### src/rtl/irq_l1_pkg.sv
// Package: register map, field positions, reset values and carriers of the status block
`default_nettype none
package irq_l1_pkg;
  // Register byte offsets on the Wishbone bus
  localparam logic [7:0] OFS_INT_STATUS = 8'h00;
  localparam logic [7:0] OFS_INT_ACK = 8'h04;
  localparam logic [7:0] OFS_EXT_CAUSE = 8'h08;
  localparam logic [7:0] OFS_SECOND_STATUS = 8'h0c;
  localparam logic [7:0] OFS_CI_COMMAND = 8'h10;
  localparam logic [7:0] OFS_CI_INDICATION = 8'h14;
  localparam logic [7:0] OFS_SERIAL_PORT_CONTROL = 8'h18;
  localparam logic [7:0] OFS_MODE_CONTROL = 8'h1c;
  // Interrupt status bit positions
  localparam int BIT_RX_MSG_END = 7;
  localparam int BIT_RX_POOL_FULL = 6;
  localparam int BIT_REMOTE_RX_CHANGE = 5;
  localparam int BIT_TX_POOL_READY = 4;
  localparam int BIT_TIMER_EXPIRED = 3;
  localparam int BIT_CHANNEL_CHANGE = 2;
  localparam int BIT_SYNC_TRANSFER = 1;
  localparam int BIT_EXTENDED = 0;
  // Extended cause bit positions
  localparam int EXT_SYNC_OVERFLOW = 0;
  localparam int EXT_MONITOR_STATUS = 1;
  localparam int EXT_SUBSCRIBER_AWAKE = 2;
  localparam int EXT_WATCHDOG_OVERFLOW = 3;
  localparam int EXT_PROTOCOL_ERROR = 4;
  localparam int EXT_RX_DATA_OVERFLOW = 5;
  localparam int EXT_RX_ABORTED = 6;
  localparam int EXT_TX_UNDERRUN = 7;
  localparam int EXT_TX_REPEAT = 8;
  localparam int EXT_WIDTH = 9;
  // Other field positions
  localparam int BIT_TIMER_RECOVERY = 0;
  localparam int BIT_WAIT_ACK = 1;
  localparam int BIT_SOFT_POWER_UP = 0;
  localparam int BIT_AUTO_MODE = 0;
  localparam int ARB_ADDR_LSB = 4;
  localparam int CI_WIDTH = 4;
  localparam int ARB_WIDTH = 3;
  // Receive pool threshold in bytes
  localparam logic [5:0] RX_POOL_BYTES = 6'h20;
  // Reset values
  localparam logic [7:0] INT_STATUS_RESET = 8'h00;
  localparam logic [CI_WIDTH-1:0] CI_COMMAND_RESET = 4'hf;
  localparam logic [ARB_WIDTH-1:0] ARB_ADDR_RESET = 3'h0;

  // One-cycle event pulses from the HDLC and layer-1 parts
  typedef struct packed {
    logic rx_msg_end;
    logic remote_rx_change;
    logic tx_pool_ready;
    logic timer_expired;
    logic sync_transfer;
    logic sync_overflow;
    logic monitor_status;
    logic subscriber_awake;
    logic watchdog_overflow;
    logic protocol_error;
    logic rx_data_overflow;
    logic rx_aborted;
    logic tx_underrun;
    logic tx_repeat;
  } event_t;

  // Level status from the HDLC and layer-1 parts
  typedef struct packed {
    logic [5:0] rx_level;
    logic rx_frame_open;
    logic timer_recovery;
    logic wait_ack;
    logic [CI_WIDTH-1:0] ci_indication;
  } level_t;
endpackage : irq_l1_pkg
`default_nettype wire

### src/rtl/irq_l1_ctrl.sv
// Interrupt status, extended cause and layer-1 command register block on Wishbone
// What this block does
// - Eight-bit status register, fixed bit order
// - Second status shows timer recovery, waiting acknowledge
// - Extended bit summarises separate cause register
// - Receive data overflow flagged distinctly
// - Aborted received frame flagged
// - Transmit underrun flagged
// - Transmit repeat request flagged
// - Each layer-1 indication change raises channel change
// - Pool full at 32 bytes of open frame
// - Timer interrupt only in automatic mode
//
// Chosen here: the Wishbone interface to the registers and the register addresses.
`default_nettype none
module irq_l1_ctrl
  import irq_l1_pkg::*;
(
  // Clock and reset
  input wire logic clk_i,
  input wire logic rst_i,
  // Wishbone slave
  input wire logic wb_cyc_i,
  input wire logic wb_stb_i,
  input wire logic wb_we_i,
  input wire logic [7:0] wb_adr_i,
  input wire logic [3:0] wb_sel_i,
  input wire logic [31:0] wb_dat_i,
  output logic [31:0] wb_dat_o,
  output logic wb_ack_o,
  // Events and levels from the HDLC and layer-1 parts
  input wire event_t events_i,
  input wire level_t levels_i,
  // Layer-1 control
  output logic [CI_WIDTH-1:0] ci_command_o,
  output logic software_power_up_o,
  output logic [ARB_WIDTH-1:0] bus_access_arbitration_o,
  output logic auto_mode_o,
  // Interrupt line
  output logic irq_o
);

  // Register state
  logic ack_q, ack_d;
  logic [31:0] dat_q, dat_d;
  logic [7:1] stat_q, stat_d;
  logic [EXT_WIDTH-1:0] ext_q, ext_d;
  logic [CI_WIDTH-1:0] ci_cmd_q, ci_cmd_d;
  logic [CI_WIDTH-1:0] ci_prev_q, ci_prev_d;
  logic spu_q, spu_d;
  logic auto_q, auto_d;
  logic [ARB_WIDTH-1:0] arb_q, arb_d;
  logic pool_q, pool_d;
  logic irq_q, irq_d;

  // Bus decode; a request is taken when ack is low, a write lands at the ack edge
  logic take, wr, lane0, lane1;
  logic pool_now;
  logic [EXT_WIDTH-1:0] ext_set;
  logic [7:1] stat_set;
  logic [7:0] status_view;

  assign take = wb_cyc_i && wb_stb_i && !ack_q;
  // Write applied at the edge where the master samples ack, while it still holds the request
  assign wr = wb_cyc_i && wb_stb_i && wb_we_i && ack_q;
  assign lane0 = wb_sel_i[0];
  assign lane1 = wb_sel_i[1];
  // Pool condition: a frame still open with a full pool waiting
  assign pool_now = levels_i.rx_frame_open && (levels_i.rx_level >= RX_POOL_BYTES);
  // Extended bit is the live OR of the causes, so it cannot go stale
  assign status_view = {stat_q, |ext_q};

  // Event sources for the extended cause register
  always_comb
  begin
    ext_set = '0;
    ext_set[EXT_SYNC_OVERFLOW] = events_i.sync_overflow;
    ext_set[EXT_MONITOR_STATUS] = events_i.monitor_status;
    ext_set[EXT_SUBSCRIBER_AWAKE] = events_i.subscriber_awake;
    ext_set[EXT_WATCHDOG_OVERFLOW] = events_i.watchdog_overflow;
    ext_set[EXT_PROTOCOL_ERROR] = events_i.protocol_error;
    ext_set[EXT_RX_DATA_OVERFLOW] = events_i.rx_data_overflow;
    ext_set[EXT_RX_ABORTED] = events_i.rx_aborted;
    ext_set[EXT_TX_UNDERRUN] = events_i.tx_underrun;
    ext_set[EXT_TX_REPEAT] = events_i.tx_repeat;
  end

  // Event sources for the main status register
  always_comb
  begin
    stat_set = '0;
    stat_set[BIT_RX_MSG_END] = events_i.rx_msg_end;
    stat_set[BIT_RX_POOL_FULL] = pool_now && !pool_q;
    stat_set[BIT_REMOTE_RX_CHANGE] = events_i.remote_rx_change;
    stat_set[BIT_TX_POOL_READY] = events_i.tx_pool_ready;
    // Timer expiry is ignored outside automatic mode
    stat_set[BIT_TIMER_EXPIRED] = events_i.timer_expired && auto_q;
    stat_set[BIT_CHANNEL_CHANGE] = levels_i.ci_indication != ci_prev_q;
    stat_set[BIT_SYNC_TRANSFER] = events_i.sync_transfer;
  end

  // Status next state: write-one-to-clear, a set in the same cycle wins
  always_comb
  begin
    stat_d = stat_q;
    ext_d = ext_q;
    if (wr && wb_adr_i == OFS_INT_ACK && lane0)
    begin
      stat_d = stat_q & ~wb_dat_i[7:1];
    end
    if (wr && wb_adr_i == OFS_EXT_CAUSE)
    begin
      if (lane0)
      begin
        ext_d[7:0] = ext_q[7:0] & ~wb_dat_i[7:0];
      end
      if (lane1)
      begin
        ext_d[8] = ext_q[8] & ~wb_dat_i[8];
      end
    end
    stat_d = stat_d | stat_set;
    ext_d = ext_d | ext_set;
    pool_d = pool_now;
    ci_prev_d = levels_i.ci_indication;
    // Output follows the status as it will stand next cycle
    irq_d = (|stat_d) || (|ext_d);
  end

  // Control registers written by the host
  always_comb
  begin
    ci_cmd_d = ci_cmd_q;
    spu_d = spu_q;
    auto_d = auto_q;
    arb_d = arb_q;
    if (wr && lane0)
    begin
      unique case (wb_adr_i)
        OFS_CI_COMMAND: ci_cmd_d = wb_dat_i[CI_WIDTH-1:0];
        OFS_SERIAL_PORT_CONTROL: spu_d = wb_dat_i[BIT_SOFT_POWER_UP];
        OFS_MODE_CONTROL:
        begin
          auto_d = wb_dat_i[BIT_AUTO_MODE];
          arb_d = wb_dat_i[ARB_ADDR_LSB +: ARB_WIDTH];
        end
        default: ;
      endcase
    end
  end

  // Read mux; unmapped addresses answer with zero
  always_comb
  begin
    ack_d = take;
    dat_d = '0;
    if (take && !wb_we_i)
    begin
      unique case (wb_adr_i)
        OFS_INT_STATUS: dat_d[7:0] = status_view;
        OFS_EXT_CAUSE: dat_d[EXT_WIDTH-1:0] = ext_q;
        OFS_SECOND_STATUS:
        begin
          dat_d[BIT_TIMER_RECOVERY] = levels_i.timer_recovery;
          dat_d[BIT_WAIT_ACK] = levels_i.wait_ack;
        end
        OFS_CI_COMMAND: dat_d[CI_WIDTH-1:0] = ci_cmd_q;
        OFS_CI_INDICATION: dat_d[CI_WIDTH-1:0] = ci_prev_q;
        OFS_SERIAL_PORT_CONTROL: dat_d[BIT_SOFT_POWER_UP] = spu_q;
        OFS_MODE_CONTROL:
        begin
          dat_d[BIT_AUTO_MODE] = auto_q;
          dat_d[ARB_ADDR_LSB +: ARB_WIDTH] = arb_q;
        end
        default: dat_d = '0;
      endcase
    end
  end

  // All state registered here
  always_ff @(posedge clk_i)
  begin
    if (rst_i)
    begin
      ack_q <= 1'b0;
      dat_q <= '0;
      stat_q <= INT_STATUS_RESET[7:1];
      ext_q <= '0;
      ci_cmd_q <= CI_COMMAND_RESET;
      ci_prev_q <= '0;
      spu_q <= 1'b0;
      auto_q <= 1'b0;
      arb_q <= ARB_ADDR_RESET;
      pool_q <= 1'b0;
      irq_q <= 1'b0;
    end
    else
    begin
      ack_q <= ack_d;
      dat_q <= dat_d;
      stat_q <= stat_d;
      ext_q <= ext_d;
      ci_cmd_q <= ci_cmd_d;
      ci_prev_q <= ci_prev_d;
      spu_q <= spu_d;
      auto_q <= auto_d;
      arb_q <= arb_d;
      pool_q <= pool_d;
      irq_q <= irq_d;
    end
  end

  // Outputs straight from flops
  assign wb_ack_o = ack_q;
  assign wb_dat_o = dat_q;
  assign ci_command_o = ci_cmd_q;
  assign software_power_up_o = spu_q;
  assign auto_mode_o = auto_q;
  assign bus_access_arbitration_o = arb_q;
  assign irq_o = irq_q;
endmodule : irq_l1_ctrl
`default_nettype wire

### config.mk
export PLATFORM = sky130hd
export DESIGN_NAME = irq_l1_ctrl
export DESIGN_NICKNAME = d
export VERILOG_FILES = /design/src/rtl/irq_l1_pkg.sv /design/src/rtl/irq_l1_ctrl.sv
export SDC_FILE = /design/constraint.sdc
export NUM_CORES = 1
export LEC_CHECK = 0
export ABC_AREA = 1
export BUFFER_PORTS_ARGS = -buffer_cell sky130_fd_sc_hd__buf_4
export CORE_ASPECT_RATIO = 0.6
export CORE_UTILIZATION = 38
export CTS_CLUSTER_DIAMETER = 30
export CTS_CLUSTER_SIZE = 25
export DETAILED_ROUTE_END_ITERATION = 8
export PLACE_DENSITY = 0.68
export SLEW_MARGIN = 20
export SYNTH_ARGS = -nofsm -noshare
export SYNTH_HDL_FRONTEND = slang
export SYNTH_SLANG_ARGS = --single-unit
### constraint.sdc
create_clock -name clk_i -period 2.2 [get_ports clk_i]
set_input_delay 0.44 -clock clk_i [delete_from_list [all_inputs] [get_ports clk_i]]
set_output_delay 0.44 -clock clk_i [all_outputs]
set_load 0.03 [all_outputs]
==> flow_summary.toml, run 1 <==
[placement]
buffer_ports.inserted = 65
post-dp-hpwl_um = 4961
replace_congestion = 0.8655
placedCellCount = 470

[clock_tree]
clk_root_buffer_cell = "sky130_fd_sc_hd__clkbuf_8"
clk_latency_ns = 0.29
cts_tree = "yes"
h-tree-depth = 2
post_cts.resized_instances = 0
cts_setup_buffers = 0
cts_made_buffers = 5
cts-root-to-sink-buffers = 2
cts_num_sinks = 41
cts_hold_buf = 0
clk_pin_slew_ns = 0.08

[timing]
post-route-min-period_ns = 1.782
setup_viols_final = 0
setup_repair_after_global_routing_missed_its_margin = "no"
clock.fmax_ghz = 0.5612
timing_max_transition_violations_final = 0
tns_ns = 0
finClkSkew_ns = 0.005004
finalHoldViolCount = 0
final_min_period_over_clock_period_pct = 81.00

[synth]
synthesis.yosys.warnings = 0
synth_top_cell_area_share_pct = 35.83
synth_area_mm2 = 0.002291
synth_common_cells = "78 x sky130_fd_sc_hd__nand2_1, 41 x sky130_fd_sc_hd__dfxtp_1, 41 x sky130_fd_sc_hd__inv_1, 26 x sky130_fd_sc_hd__a21oi_1, 26 x sky130_fd_sc_hd__nand3_1"
synth_edf_count = 0
syn_area_per_cell_um2 = 6.963
syn_inst = 329
synthDistinctLibCells = 34
async_reset_ff_share_pct = 0
yosysTopAreaCell = "sky130_fd_sc_hd__dfxtp_1"
synth_top_cells_by_area = "sky130_fd_sc_hd__dfxtp_1 36%, sky130_fd_sc_hd__nand2_1 13%, sky130_fd_sc_hd__buf_4 7.5%, sky130_fd_sc_hd__inv_1 6.7%, sky130_fd_sc_hd__a21oi_1 5.7%"
ys_seq_area_share_pct = 35.83
synth.most_common_cell = "sky130_fd_sc_hd__nand2_1"
synth_seq_cells = 41
yosys_most_used_dff = "sky130_fd_sc_hd__dfxtp_1"

[global_route]
antenna_violations_before_repair = 0
grt_pass1_wl_um = 9756
grt_pass1_vias = 2039
global_route.overflow_total = 0
gr-usage-all-layers_pct = 19.97
grt_max_degree = 23

[worst_setup_path]
timing.setup.critical_path_class = "in2reg"
crit_family = "simple AND/OR/NAND/NOR gates"
crit_start = "wb_adr_i[1]"
crit_path_cells = "buf_4 > nor2_1 > nand2_1 > nor2_4 > inv_1 > nand2_1 > o21ai_1 > a31oi_1"
cp_data_arrival_time_ns = 1.97
timing.reg2reg.setup_slack_ns = 0.55
critical_path.max_fanout = 13
endpoint_kind = "flop"
critical_path.most_common_cell = "sky130_fd_sc_hd__nand2_1"
critPathBufInv = 2
cp_slowest_stage_delay_ns = 0.30
critical_path.startpoint_type = "input pin"
worstPathRequired_ns = 2.38
worstReg2RegStart = "wb_ack_o"
highest_delay_cell_along_the_critical_path = "sky130_fd_sc_hd__nor2_4"

[hold_path]
hold_path.class = "in2reg"
hold_path.startpoint = "levels_i[3]"

[routing]
drc = 0
route.vias.total = 2294
drt_iter0_markers = 149
wirelength_um = 6160
drt-wirelength-per-cell_um = 12.91
route.antenna.remaining_nets = 0
via_per_inst = 4.809
drtPass1Iterations = 5

[floorplan]
die_height_um = 62.15
die_width_um = 102.2
rows = 21
placeableCoreArea_mm2 = 0.005702
starting_utilization_of_the_core_area_pct = 40.18
die_area_mm2 = 0.006354
io-pin-count = 119

[power_and_ir_drop]
power.total_uw = 1625
vdd_ir_drop_max_mv = 0.2430
leakage_dissipation_uw = 0.001376
cellPowerDensity_mw_per_mm2 = 565.4

[cells_and_area]
final_cells = 477
fin_nets = 473
layout.area.seq_um2 = 820.8
fraction_of_layout_instances_using_a_drive_strength_above_1_pct = 25.94
antennaDiodeCount = 0
area_growth_pct = 25.45
area_used_by_multi_input_combinational_logic_mm2 = 0.001164
fillerInstances = 588

[outcome]
status = "complete, no violations"

[job]
timing.max_cap.violations = 0
==> kinds of logic after synthesis <==
group | synth area share [%]
AO/OA/AOI/OAI | 11.80
flip-flops | 35.83
XOR/XNOR | 0.7647
other | 0.1637
AND/OR/NAND/NOR | 34.46
buffers and inverters | 16.99
==> final cells by class <==
type,instances,area share (%)
flip-flops and latches,41,28.56
well taps,80,3.483
clock buffers,5,2.394
clock inverters,2,1.219
repair buffers,67,17.50
inverters,48,6.356
multi-input cells,234,40.49
==> sequential cells by signal, indices dropped and copies added, names as in the netlist <==
signal and count:
bus_access_arbitration_o 3, ci_prev_q 4, irq_o 1, auto_mode_o 1, wb_ack_o 1, stat_q 7
software_power_up_o 1, pool_q 1, ci_command_o 4, wb_dat_o 9, ext_q 9
==> cell usage in the layout (no fill, tap or decap), types with 3 or more instances in the layout <==
cell	Yosys	layout
sky130_fd_sc_hd__a21boi_0	3	3
sky130_fd_sc_hd__a31oi_1	3	3
sky130_fd_sc_hd__dfxtp_1	41	41
sky130_fd_sc_hd__buf_4	23	67
sky130_fd_sc_hd__nor4_1	4	4
sky130_fd_sc_hd__clkbuf_8	0	5
sky130_fd_sc_hd__nand2_1	78	78
sky130_fd_sc_hd__inv_2	6	6
sky130_fd_sc_hd__nor2_1	20	20
sky130_fd_sc_hd__conb_1	1	23
sky130_fd_sc_hd__o21ai_0	10	10
sky130_fd_sc_hd__nor2_4	5	5
sky130_fd_sc_hd__a21oi_1	26	26
sky130_fd_sc_hd__inv_1	41	41
sky130_fd_sc_hd__nor2_2	5	5
sky130_fd_sc_hd__nand2_2	4	4
sky130_fd_sc_hd__nand3b_1	4	4
sky130_fd_sc_hd__nor3_1	6	6
sky130_fd_sc_hd__nand3_1	26	26
==> worst min-delay path: stages <==
cell and delay [ns]:
sky130_fd_sc_hd__buf_4 0.09, sky130_fd_sc_hd__inv_1 0.03, sky130_fd_sc_hd__nor2_1 0.06
==> power by group <==
group          total (uW)  internal, uW  switching, uW
clock network         587           330            257
logic                 250          92.5            158
registers             788           768           20.2
total                1620          1190            435
==> layer usage <==
metal,vias up,wire length [um],GRT usage (%)
met5,-,0,0
met4,0,83,4.643
met3,14,691,5.518
met2,128,2423,27.52
met1,1011,2962,30.21
li1,1141,-,-
==> through the flow <==
| step | hold slack, ns | worst slack (ns) | cell area (um2) | util [%] |
|---|---|---|---|---|
| 2_1_floorplan | 0.4376 | 0.5630 | 2374 | - |
| 3_3_place_gp | 0.4682 | 0.2548 | 2770 | 48.58 |
| 3_5_place_dp | 0.4689 | 0.1981 | 2770 | 48.58 |
| 4_1_cts | 0.3657 | 0.4998 | 2874 | 50.41 |
| 5_1_grt | 0.3713 | 0.2686 | 2874 | 50.41 |
| 6_report | 0.3679 | 0.4180 | 2874 | 50.41 |
==> path summary, 6_finish.rpt <==
check | cells past startpoint | endpoint
worst max-delay path | 8 | wb_dat_o[6]
worst min-delay path | 3 | ci_prev_q[3]
worst max register to register | 9 | irq_o
worst min register to register | 2 | wb_dat_o[7]
No activity file was read; power rests on OpenSTA's default activity.
==> run 2, diff against run 1 <==
PLACE_DENSITY = 0.71   (was 0.68)
clock period = 1.6 ns   (was 2.2 ns; I/O delays follow)
==> flow_summary.toml, run 2 (synthesized netlist as in run 1, its figures left out) <==
[clock_tree]
cts_tree = "yes"
clk_root_buffer_cell = "sky130_fd_sc_hd__clkbuf_8"
cts_made_buffers = 5
clk_pin_slew_ns = 0.08
clk_latency_ns = 0.29
cts-root-to-sink-buffers = 2
h-tree-depth = 2
cts_hold_buf = 0
cts_num_sinks = 41

[floorplan]
placeableCoreArea_mm2 = 0.005702
die_width_um = 102.2
rows = 21
die_height_um = 62.15
die_area_mm2 = 0.006354
io-pin-count = 119
starting_utilization_of_the_core_area_pct = 40.18

[worst_setup_path]
cp_data_arrival_time_ns = 1.69
critical_path.max_fanout = 7
worst_setup_path_endpoint = "wb_dat_o[3]"
cp_slowest_stage_delay_ns = 0.32
crit_path_cells = "buf_4 > inv_2 > nor2_2 > nand2_1 > nor2_4 > buf_4 > inv_1 > nand2_1 > buf_4 > o31ai_1 > a21oi_1"
timing.setup.critical_path_class = "in2reg"
crit_start = "wb_adr_i[3]"
highest_delay_cell_along_the_critical_path = "sky130_fd_sc_hd__o31ai_1"
reg2reg_depth = 9
timing.reg2reg.setup_slack_ns = 0.10
critical_path.most_common_cell = "sky130_fd_sc_hd__buf_4"
capture_point_of_the_worst_reg_to_reg_path = "irq_o"
worstPathRequired_ns = 1.78
endpoint_kind = "flop"
critical_path.startpoint_type = "input pin"
worstReg2RegStart = "wb_ack_o"

[routing]
drt-wirelength-per-cell_um = 12.98
wirelength_um = 6568
drt_iter0_markers = 199
drc = 0
via_per_inst = 4.664
route.vias.total = 2360
route.antenna.remaining_nets = 0
drtPass1Iterations = 5

[cells_and_area]
final_cell_mix = "94 x sky130_fd_sc_hd__buf_4, 77 x sky130_fd_sc_hd__nand2_1, 41 x sky130_fd_sc_hd__inv_1"
fraction_of_layout_instances_using_a_drive_strength_above_1_pct = 31.92
area_growth_pct = 35.77
antennaDiodeCount = 0
fin_nets = 501
layout.core_utilization_pct = 54.55
layout.cells.most_common = "sky130_fd_sc_hd__buf_4"

[power_and_ir_drop]
vdd_ir_drop_max_mv = 0.3812
power.total_uw = 2228
cellPowerDensity_mw_per_mm2 = 716.3
leakage_dissipation_uw = 0.001524

[outcome]
status = "complete, no violations"

[timing]
finClkSkew_ns = 0.003312
finalHoldViolCount = 0
setup_viols_final = 0
layout_setup_ws_ns = 0.08396
clock.fmax_ghz = 0.6596
final_min_period_over_clock_period_pct = 94.75
timing_max_transition_violations_final = 0
post-route-min-period_ns = 1.516

[placement]
dpl_worst_slack_ns = -0.1800
buffer_ports.inserted = 65
post-dp-hpwl_um = 5226
replace_congestion = 0.8845

[global_route]
grt_max_degree = 16
grt_pass1_vias = 2082
antenna_violations_before_repair = 0
global_route.overflow_total = 0
gr-usage-all-layers_pct = 20.86
grt_pass1_wl_um = 10120

[hold_path]
hold_path.class = "in2reg"

[job]
timing.max_cap.violations = 0
==> run 2: worst min path at each step <==
| stage | startpoint | end | slack (ns) | cells after the start |
|---|---|---|---|---|
| 2_1_floorplan | levels_i[2] | ci_prev_q[2] | 0.43 | 2 |
| 3_3_place_gp | wb_ack_o | wb_ack_o | 0.43 | 1 |
| 3_5_place_dp | wb_ack_o | wb_ack_o | 0.44 | 1 |
| 4_1_cts | levels_i[3] | ci_prev_q[3] | 0.24 | 3 |
| 5_1_grt | levels_i[3] | ci_prev_q[3] | 0.25 | 3 |
| 6_report | levels_i[2] | ci_prev_q[2] | 0.24 | 3 |
==> run 2: where the power goes <==
group | internal [uW] | switching [uW] | total [uW]
logic | 152 | 225 | 378
clock network | 391 | 377 | 768
registers | 1050 | 28.3 | 1080
==> run 2: critical path, delay by kind of cell <==
kind / cells / cell delay [ns]
AO/OA/AOI/OAI: 2 / 0.40
buffers and inverters: 5 / 0.63
AND/OR/NAND/NOR: 4 / 0.34
==> run 2: through the flow <==
step / std cells / cell area, um2 / hold slack (ns) / TNS [ns]
floorplan: 351 / 2375 / 0.4270 / 0
detailed placement: 495 / 2972 / 0.4360 / -1.016
global route: 506 / 3110 / 0.2517 / -0.002769
global placement: 495 / 2972 / 0.4311 / -0.8145
finish: 506 / 3110 / 0.2417 / 0
CTS: 503 / 3073 / 0.2441 / 0
==> run 2: layout make-up <==
cell class	instances	area (um2)
Inverter	48	182.7
Timing Repair Buffer	95	725.7
Clock buffer	7	96.34
Multi-Input combinational cell	234	1176
Fill cell	547	2591
Sequential cell	41	824.5
Tap cell	80	100.1
Clock inverter	1	5.005
==> run 2: layer usage <==
layer  GRT usage (%)  routed length [um]
met5               0                   0
met2           28.44                2608
met4           4.107                  73
met3           4.617                 557
met1           32.85                3329
==> run 2: timing repair <==
| item | in CTS | in global routing |
|---|---|---|
| buffers inserted | 0 | 3 |
| endpoints found under the hold margin | 0 | 0 |
| gates resized for setup | 0 | 5 |
| setup endpoints to repair | 0 | 5 |
==> run 3, diff against run 2 <==
PLACE_DENSITY = 0.79   (was 0.71)
==> flow_summary.toml, run 3 (synthesized netlist as in run 1, its figures left out) <==
[cells_and_area]
antennaDiodeCount = 0
layout.cells.most_common = "sky130_fd_sc_hd__buf_4"
area_growth_pct = 34.46
stdcell_area_mm2 = 0.003080
fraction_of_layout_instances_using_a_drive_strength_above_1_pct = 31.53
final_cell_mix = "95 x sky130_fd_sc_hd__buf_4, 78 x sky130_fd_sc_hd__nand2_1, 41 x sky130_fd_sc_hd__inv_1"
layout.core_utilization_pct = 54.03
fin_nets = 502

[worst_setup_path]
timing.reg2reg.setup_slack_ns = 0.09
critical_path.max_fanout = 8
cp_slowest_stage_delay_ns = 0.36
endpoint_kind = "flop"
critical_path.startpoint_type = "flop"
cp_data_arrival_time_ns = 1.71
highest_delay_cell_along_the_critical_path = "sky130_fd_sc_hd__dfxtp_2"
timing.setup.critical_path_class = "reg2reg"
critPathBufInv = 0
crit_family = "simple AND/OR/NAND/NOR gates"
reg2reg_depth = 9
worstReg2RegStart = "wb_ack_o"
crit_path_cells = "nand2_2 > nor2_4 > nand3_4 > nand2_1 > nand3b_1 > nor2_2 > nand2_1 > nor2_2 > a21oi_2"
capture_point_of_the_worst_reg_to_reg_path = "irq_o"
worstPathRequired_ns = 1.79

[global_route]
antenna_violations_before_repair = 0
global_route.overflow_total = 0
gr-usage-all-layers_pct = 21.62
grt_pass1_wl_um = 10380
grt_max_degree = 21
grt_pass1_vias = 2131

[timing]
timing_max_transition_violations_final = 0
setup_repair_after_global_routing_missed_its_margin = "no"
setup_viols_final = 0
finClkSkew_ns = 0.008492
holdWs_ns = 0.2415
tns_ns = 0
post-route-min-period_ns = 1.514
final_min_period_over_clock_period_pct = 94.61
finalHoldViolCount = 0
clock.fmax_ghz = 0.6606

[routing]
route.vias.total = 2395
drt_iter0_markers = 165
route.antenna.remaining_nets = 0
wirelength_um = 6625
drtPass1Iterations = 5
drc = 0
drt-wirelength-per-cell_um = 13.12
via_per_inst = 4.743

[placement]
placed_cell_area_mm2 = 0.002987
buffer_ports.inserted = 65
replace_congestion = 0.8498
post-dp-hpwl_um = 5320

[job]
timing.max_cap.violations = 0

[clock_tree]
cts_made_buffers = 5
cts-root-to-sink-buffers = 2
cts_hold_buf = 0
cts_tree = "yes"
clk_pin_slew_ns = 0.08
cts_num_sinks = 41
clk_root_buffer_cell = "sky130_fd_sc_hd__clkbuf_8"
clk_latency_ns = 0.30
h-tree-depth = 2

[hold_path]
hold_path.startpoint = "levels_i[2]"
hold-path-endpoint = "ci_prev_q[2]"
hold_path_depth = 3
hold_path.class = "in2reg"

[outcome]
status = "complete, no violations"

[floorplan]
io-pin-count = 119
starting_utilization_of_the_core_area_pct = 40.18
placeableCoreArea_mm2 = 0.005702
rows = 21
die_height_um = 62.15
die_width_um = 102.2
die_area_mm2 = 0.006354

[power_and_ir_drop]
power.total_uw = 2115
vdd_ir_drop_max_mv = 0.2998
cellPowerDensity_mw_per_mm2 = 686.5
leakage_dissipation_uw = 0.001505
-- run 3: layer usage --
metal  GRT usage [%]  share of wire [%]
met1           33.75                 48
met2           29.61                 40
met3           3.941                 11
met4           5.893                1.3
met5               0                  0
-- run 3: final cells by class --
type | instances | area [um2]
Clock buffer | 5 | 68.82
Timing Repair Buffer | 96 | 733.2
Multi-Input combinational cell | 234 | 1169
Inverter | 48 | 182.7
Fill cell | 578 | 2621
Clock inverter | 1 | 5.005
Sequential cell | 41 | 822.0
Tap cell | 80 | 100.1
-- run 3: repair_timing --
item                                   4_1_cts  5_1_grt
resized for setup                            0        2
setup endpoints to repair                    0        3
setup buffers                                0        2
endpoints found under the hold margin        0        0
-- run 3: worst max-delay path by stage --
stage	startpoint	endpoint	depth (start not counted)
after floorplan	wb_ack_o	irq_o	9
after global placement	wb_adr_i[7]	wb_dat_o[6]	8
after detailed placement	wb_adr_i[7]	wb_dat_o[6]	8
after CTS	wb_ack_o	irq_o	9
after global routing	wb_ack_o	irq_o	9
final	wb_ack_o	irq_o	9
-- run 3: worst register-to-register path: stages (launching register included) --
cell                       delay [ns]
sky130_fd_sc_hd__dfxtp_2         0.36
sky130_fd_sc_hd__nand2_2         0.10
sky130_fd_sc_hd__nor2_4          0.21
sky130_fd_sc_hd__nand3_4         0.15
sky130_fd_sc_hd__nand2_1         0.09
sky130_fd_sc_hd__nand3b_1        0.12
sky130_fd_sc_hd__nor2_2          0.13
sky130_fd_sc_hd__nand2_1         0.08
sky130_fd_sc_hd__nor2_2          0.12
sky130_fd_sc_hd__a21oi_2         0.05
-- run 3: power by group --
part           leakage (uW)  total (uW)  switching [uW]  internal (uW)
clock network     0.0000399         649             361            288
registers          0.000337        1080            27.3           1060
logic               0.00113         383             229            154
-- run 3: through the flow --
step           setup slack [ns]  instances
5_1_grt              0.00003586        505
6_report                0.08619        505
4_1_cts                 0.08673        503
3_3_place_gp            -0.1283        497
3_5_place_dp            -0.1531        497
2_1_floorplan            0.1070        351
